File: src/emc_map.svh
// Constants for the external memory select and clock-out block.
// Assumes inclusion by bare name from the block's package and modules.
`ifndef EMC_MAP_SVH
`define EMC_MAP_SVH
// ****************************************
// Address fields
// ****************************************
`define EMC_SPACE_MSB   31
`define EMC_SPACE_LSB   28
`define EMC_LANE_MSB    1
`define EMC_LANE_LSB    0
`define EMC_NUM_SPACES  4
// ****************************************
// Reset values of the clock controls
// ****************************************
`define EMC_SRC_RST     1'h0
`define EMC_EN_RST      1'h1
`endif

File: src/emc_pkg.sv
// Types for the external memory select and clock-out block.
// Assumes emc_map.svh is reachable on the include path.
`include "emc_map.svh"
package emc_pkg;
   // Arbitration states of the bus-hold handshake
   typedef enum logic [1:0] {EMC_OWN, EMC_GRANT} emc_hold_t;
   typedef logic [`EMC_NUM_SPACES-1:0] emc_sel_t;
endpackage

File: src/emc_clk_if.sv
// Interface between the top and the clock-out generator.
// Assumes both ends run on clk_sys_i.
`timescale 1ns/1ps
`default_nettype none
interface emc_clk_if;
   logic src_sel;   // 0 third system clock, 1 interface clock
   logic out_en;    // 0 hold low
   logic sys3_s;    // Synchronised third system clock level
   logic ext_s;     // Synchronised interface clock level
   logic clk_out;   // Generated output clock
   modport top (output src_sel, out_en, sys3_s, ext_s, input clk_out);
   modport gen (input src_sel, out_en, sys3_s, ext_s, output clk_out);
endinterface
`default_nettype wire

File: src/emc_clk_gen.sv
// Clock-out generator: picks the source level and gates it low.
// Assumes source levels are already synchronised to clk_sys_i.
`timescale 1ns/1ps
`default_nettype none
module emc_clk_gen
   import emc_pkg::*;
(
   input  wire logic clk_sys_i, // System clock
   input  wire logic rst_i,     // Synchronous reset
   emc_clk_if.gen    cif        // Clock controls and result
);
   logic clk_q;
   logic next_clk_q;

   // Mux then gate; gating at the flop avoids a combinational glitch on the pin
   always_comb
   begin
      next_clk_q = cif.src_sel ? cif.ext_s : cif.sys3_s;
      if (!cif.out_en)
      begin
         next_clk_q = 1'h0;
      end
   end

   // Register the clock level
   always_ff @(posedge clk_sys_i)
   begin
      if (rst_i)
      begin
         clk_q <= 1'h0;
      end
      else
      begin
         clk_q <= next_clk_q;
      end
   end

   assign cif.clk_out = clk_q;
endmodule // emc_clk_gen
`default_nettype wire

File: src/emc_sel_top.sv
// External memory selects, byte lanes, bus hold and clock out.
// Assumes access requests come from logic on clk_sys_i; pins are asynchronous.
// Operation
// - Select space from word address bits 28-31
// - At most one select asserted per access; space codes above 3 select none
// - Byte lanes decoded from the lowest address bit
// - Byte lanes double as SDRAM data mask
// - Host hold request answered by hold acknowledge
// - Source bit picks system or interface clock
// - Enable bit low holds clock output low
`timescale 1ns/1ps
`default_nettype none
module emc_sel_top
   import emc_pkg::*;
(
   input  wire logic        clk_sys_i,           // 200 MHz system clock
   input  wire logic        rst_i,               // Synchronous reset, active high
   input  wire logic        acc_valid_i,         // Access in progress (same domain)
   input  wire logic [31:0] acc_word_addr_i,     // Word address of access
   input  wire logic [1:0]  acc_byte_addr_i,     // Low bits of byte address
   input  wire logic        bus_hold_req_i,      // Host hold request (pin)
   input  wire logic        system_clock_third_i,// Third system clock level (pin)
   input  wire logic        iface_clock_in_i,    // Interface clock input (pin)
   input  wire logic        clock_out_source_sel_i, // 0 system, 1 interface clock
   input  wire logic        clock_out_enable_i,  // 0 holds clock low
   output logic [3:0]       mem_space_select_n_o,  // Selects, active low
   output logic [3:0]       mem_space_select_oe_n_o, // Select drive, low drives
   output logic             byte_lane_enable_hi_n_o, // Upper lane, active low
   output logic             byte_lane_enable_lo_n_o, // Lower lane, active low
   output logic             byte_lane_oe_n_o,    // Lane drive, low drives
   output logic             bus_hold_ack_o,      // Hold acknowledge to host
   output logic             bus_grant_idle_o,    // High when no access pending
   output logic             iface_clock_out_o    // Interface output clock
);
   // ****************************************
   // Pin synchronisers
   // ****************************************
   logic [2:0] sync1;
   logic [2:0] sync2;
   always_ff @(posedge clk_sys_i)
   begin
      if (rst_i)
      begin
         sync1 <= 3'h0;
         sync2 <= 3'h0;
      end
      else
      begin
         sync1 <= {bus_hold_req_i, iface_clock_in_i, system_clock_third_i};
         sync2 <= sync1;
      end
   end

   // Control bits held in flops; the reset values are the documented defaults
   logic src_sel;
   logic out_en;
   always_ff @(posedge clk_sys_i)
   begin
      if (rst_i)
      begin
         src_sel <= `EMC_SRC_RST;
         out_en  <= `EMC_EN_RST;
      end
      else
      begin
         src_sel <= clock_out_source_sel_i;
         out_en  <= clock_out_enable_i;
      end
   end

   // ****************************************
   // Hold arbitration
   // ****************************************
   emc_hold_t hold_st;
   emc_hold_t next_hold_st;
   // Grant only between accesses, so a select never drops mid-cycle
   always_comb
   begin
      next_hold_st = hold_st;
      unique case (hold_st)
         EMC_OWN:   if (sync2[2] && !acc_valid_i) next_hold_st = EMC_GRANT;
         EMC_GRANT: if (!sync2[2]) next_hold_st = EMC_OWN;
      endcase
   end
   always_ff @(posedge clk_sys_i)
   begin
      if (rst_i)
      begin
         hold_st <= EMC_OWN;
      end
      else
      begin
         hold_st <= next_hold_st;
      end
   end

   // ****************************************
   // Select and lane decode
   // ****************************************
   emc_sel_t   next_sel_n;
   logic [1:0] next_lane_n;
   logic       drive;
   assign drive = (next_hold_st == EMC_OWN);
   // One-hot decode of the space field; space codes above 3 select nothing
   always_comb
   begin
      next_sel_n  = '1;
      next_lane_n = 2'h3;
      if (acc_valid_i && drive)
      begin
         for (int i = 0; i < `EMC_NUM_SPACES; i++)
         begin
            if (acc_word_addr_i[`EMC_SPACE_MSB:`EMC_SPACE_LSB] == 4'(i))
            begin
               next_sel_n[i] = 1'h0;
            end
         end
         // Same strobe serves as write enable and SDRAM mask
         next_lane_n[1] = ~acc_byte_addr_i[`EMC_LANE_LSB];
         next_lane_n[0] = acc_byte_addr_i[`EMC_LANE_LSB];
      end
   end

   always_ff @(posedge clk_sys_i)
   begin
      if (rst_i)
      begin
         mem_space_select_n_o    <= 4'hF;
         mem_space_select_oe_n_o <= 4'h0;
         byte_lane_enable_hi_n_o <= 1'h1;
         byte_lane_enable_lo_n_o <= 1'h1;
         byte_lane_oe_n_o        <= 1'h0;
         bus_hold_ack_o          <= 1'h0;
         bus_grant_idle_o        <= 1'h1;
      end
      else
      begin
         mem_space_select_n_o    <= next_sel_n;
         mem_space_select_oe_n_o <= {4{~drive}};
         byte_lane_enable_hi_n_o <= next_lane_n[1];
         byte_lane_enable_lo_n_o <= next_lane_n[0];
         byte_lane_oe_n_o        <= ~drive;
         bus_hold_ack_o          <= (next_hold_st == EMC_GRANT);
         bus_grant_idle_o        <= ~acc_valid_i;
      end
   end

   // ****************************************
   // Clock out
   // ****************************************
   emc_clk_if cif ();
   assign cif.src_sel = src_sel;
   assign cif.out_en  = out_en;
   assign cif.sys3_s  = sync2[0];
   assign cif.ext_s   = sync2[1];
   emc_clk_gen u_gen (
      .clk_sys_i (clk_sys_i),
      .rst_i     (rst_i),
      .cif       (cif)
   );
   assign iface_clock_out_o = cif.clk_out;
endmodule // emc_sel_top
`default_nettype wire

File: config.mk
export PLATFORM = sky130hd
export DESIGN_NAME = emc_sel_top
export DESIGN_NICKNAME = d
export VERILOG_FILES = /design/src/emc_pkg.sv /design/src/emc_clk_if.sv /design/src/emc_clk_gen.sv /design/src/emc_sel_top.sv
export VERILOG_INCLUDE_DIRS = /design/src
export SDC_FILE = /design/constraint.sdc
export NUM_CORES = 1
export LEC_CHECK = 0
export ABC_AREA = 1
export BUFFER_PORTS_ARGS = -buffer_cell sky130_fd_sc_hd__buf_2
export CAP_MARGIN = 20
export CORE_MARGIN = 3
export CORE_UTILIZATION = 40
export DETAILED_ROUTE_END_ITERATION = 10
export HOLD_SLACK_MARGIN = 0.03
export PLACE_DENSITY = 0.82
export SETUP_SLACK_MARGIN = 0.4
export SKIP_CTS_REPAIR_TIMING = 1
export SYNTH_ARGS = -nofsm -noshare
export SYNTH_HDL_FRONTEND = slang
export SYNTH_SLANG_ARGS = --single-unit
File: constraint.sdc
create_clock -name clk_sys_i -period 1.5 [get_ports clk_sys_i]
set_clock_uncertainty 0.15 [all_clocks]
set_input_delay 0 -clock clk_sys_i [delete_from_list [all_inputs] [get_ports clk_sys_i]]
set_output_delay 0 -clock clk_sys_i [all_outputs]
set_load 0.005 [all_outputs]
==> metrics <==
input/output buffers=26; Post-Syn Instances=a little over 80; Fin. Hold Viols=8; starting density of the core=0.444; critical path launch point type=primary input; Synth top area share=0.572; clk sink count=20; Vias=610; slowest stage cell, crit path=dlygate4sd3_1; critical path capture point type=flop; Yosys Warn Count=0; Wirelength per Cell=9.06 microns; top cells by area, synth=dfxtp_1 57%, inv_1 10%, nor2_1 7.0%; Remaining DRCs=0; synthesized area=about 700 sq um; GPL Wtd Cong=between 0.7 and 0.8; syn_area_per_cell=~8.4 sq um; hpwl dp=just over 800 microns; crit path DAT=1.17 ns; number of antenna violations at the first check in global routing=0; vias in the first global route=roughly 460; diode count=0; Max-Cap Viols=0; Worst-path clk slew=between 0.1 and 0.15 ns; cell row count=14; RSZ-0062 raised after global routing=true; Slew HR=0.748; non-filler instance count after layout=about 140; drt first pass iters=4; largest stage delay on the critical path=around 0.70 ns; Root Buffer Master=clkbuf_4; final setup fails=0; first-pass GRT wire length=between 1.5 and 2 mm; final wirelength=around 1.3 mm; GRT Total Usage=0.105; Syn Nets=125; post-synthesis register bit count=20; total gr overflow=0; failing checks=hold timing; critical path peak fanout=11; Core Box Area=approximately 1600 sq um; Tightest Hold Check Type=in2reg; PD cells=~1100 nW/um^2; post-route ant nets=0; Least-Margin Pin Slew=between 0.3 and 0.4 ns; CTS tree=yes; status=complete, but fails checks; Die Wd=between 40 and 50 microns; mean number of vias per cell=4.39; Cell Count Post-Placement=120; clock buffer depth=2; Starting DRT DRC Count=9; largest net degree at the start of global routing=14; WHS=-0.139 ns; Final Max Tran Viols=0; FF-to-FF path depth=4; die area=roughly 2300 sq um; Final Critical Period=1.13 ns; WP data required=between 1.5 and 2 ns; FF-to-FF setup slack=0.40 ns; synth unique cells=17; CP cell instances=buf_2, dlygate4sd3_1, or2_2; CTS buffer count=3; Nets=between 150 and 200; VDD IR max=about 0.00067 V; Final period util=0.751; WHS Path Cells=3; dominant cell type by area after synthesis=dfxtp_1; H-tree Lvls=1; Ports=56; synth-to-layout area growth=45.4%; setup_tns=0 ns; share of cells above drive strength 1=0.333; sequential-to-total area share from yosys stat=0.572; max frequency=~0.9 GHz; clk_lat worst skew=between 0.2 and 0.3 ns; WS Path Type=in2reg; Pleak=between 0.5 and 0.6 nW; die height=47.8 microns
## final timing paths
path / start / to
min: rst_i / byte_lane_enable_hi_n_o
max reg2reg: hold_st[1] / mem_space_select_n_o[1]
max: rst_i / cif.out_en
min reg2reg: sync1[2] / sync2[2]
## synth_stat cells (all sizes together)
library cell  number
a21oi              1
or2                1
nand4              6
inv               20
buf                5
o21ai              2
dfxtp             20
o211ai             1
nand3              1
nor2              18
nand2              8
## flip-flops by register name, summed over array words and instances, names as in the netlist, 2 cells and up
| register | flops |
|---|---|
| sync2 | 3 |
| hold_st | 2 |
| sync1 | 3 |
| mem_space_select_n_o | 4 |
## cell type report
class	count	area [sq um]
Clock buffer	3	22.5
Multi-Input combinational cell	38	189
Clock inverter	1	30.0
Inverter	20	75.1
Timing Repair Buffer	41	278
Sequential cell	20	403
Tap cell	16	20.0
Fill cell	126	559
## cells in the final DEF (no fill, tap or decap)
cell and instances:
nand2_2 1, o21ai_1 1, dfxtp_1 18, buf_2 26
nand3_1 1, buf_4 1, or2_2 1, o211ai_1 1
a21oi_1 1, dlygate4sd3_1 14, o21ai_0 1, nand4_1 6
nand2_1 7, bufinv_16 1, inv_2 1, nor2_2 4
clkbuf_4 3, dfxtp_2 2, nor2_4 1, nor2_1 13
inv_1 19
## power breakdown
group          switching (mW)  total, mW  internal, mW  leakage, nW
registers             0.00571      0.554         0.549        0.165
clock network           0.153      0.423         0.270       0.0279
logic                  0.0391     0.0924        0.0532        0.318
## critical path: cells and delay by family
family	cells	cell delay (ns)
buffers and inverters	2	0.82
and+or+nand+nor	1	0.34
## stage by stage
step	worst slack, ns	power (mW)	hold slack (ns)	area, sq um	util
2_1_floorplan	0.535	0.603	-0.0563	699	-
3_3_place_gp	0.484	0.628	0.0347	815	0.517
3_5_place_dp	0.446	0.631	0.0394	815	0.517
4_1_cts	0.403	1.05	-0.273	867	0.550
5_1_grt	0.335	1.12	-0.124	1020	0.645
6_report	0.373	1.07	-0.139	1020	0.645
## per-layer routing
| layer | up-vias | part of all wire | track usage |
|---|---|---|---|
| li1 | 325 | - | - |
| met3 | 2 | 0.054 | 0.0338 |
| met2 | 22 | 0.48 | 0.166 |
| met5 | - | 0 | 0 |
| met4 | 0 | 0.014 | 0.0860 |
| met1 | 261 | 0.46 | 0.114 |
## cell families (layout without fill, tap and decap cells)
family                 after synthesis  after routing  share of synthesized area
DFF                                 20             20                      0.572
AOI/OAI and AO/OA                    4              4                     0.0322
buffers and inverters               25             65                      0.157
and+or+nand+nor                     34             34                      0.238
Note: power is estimated with default switching activity, not from simulation.
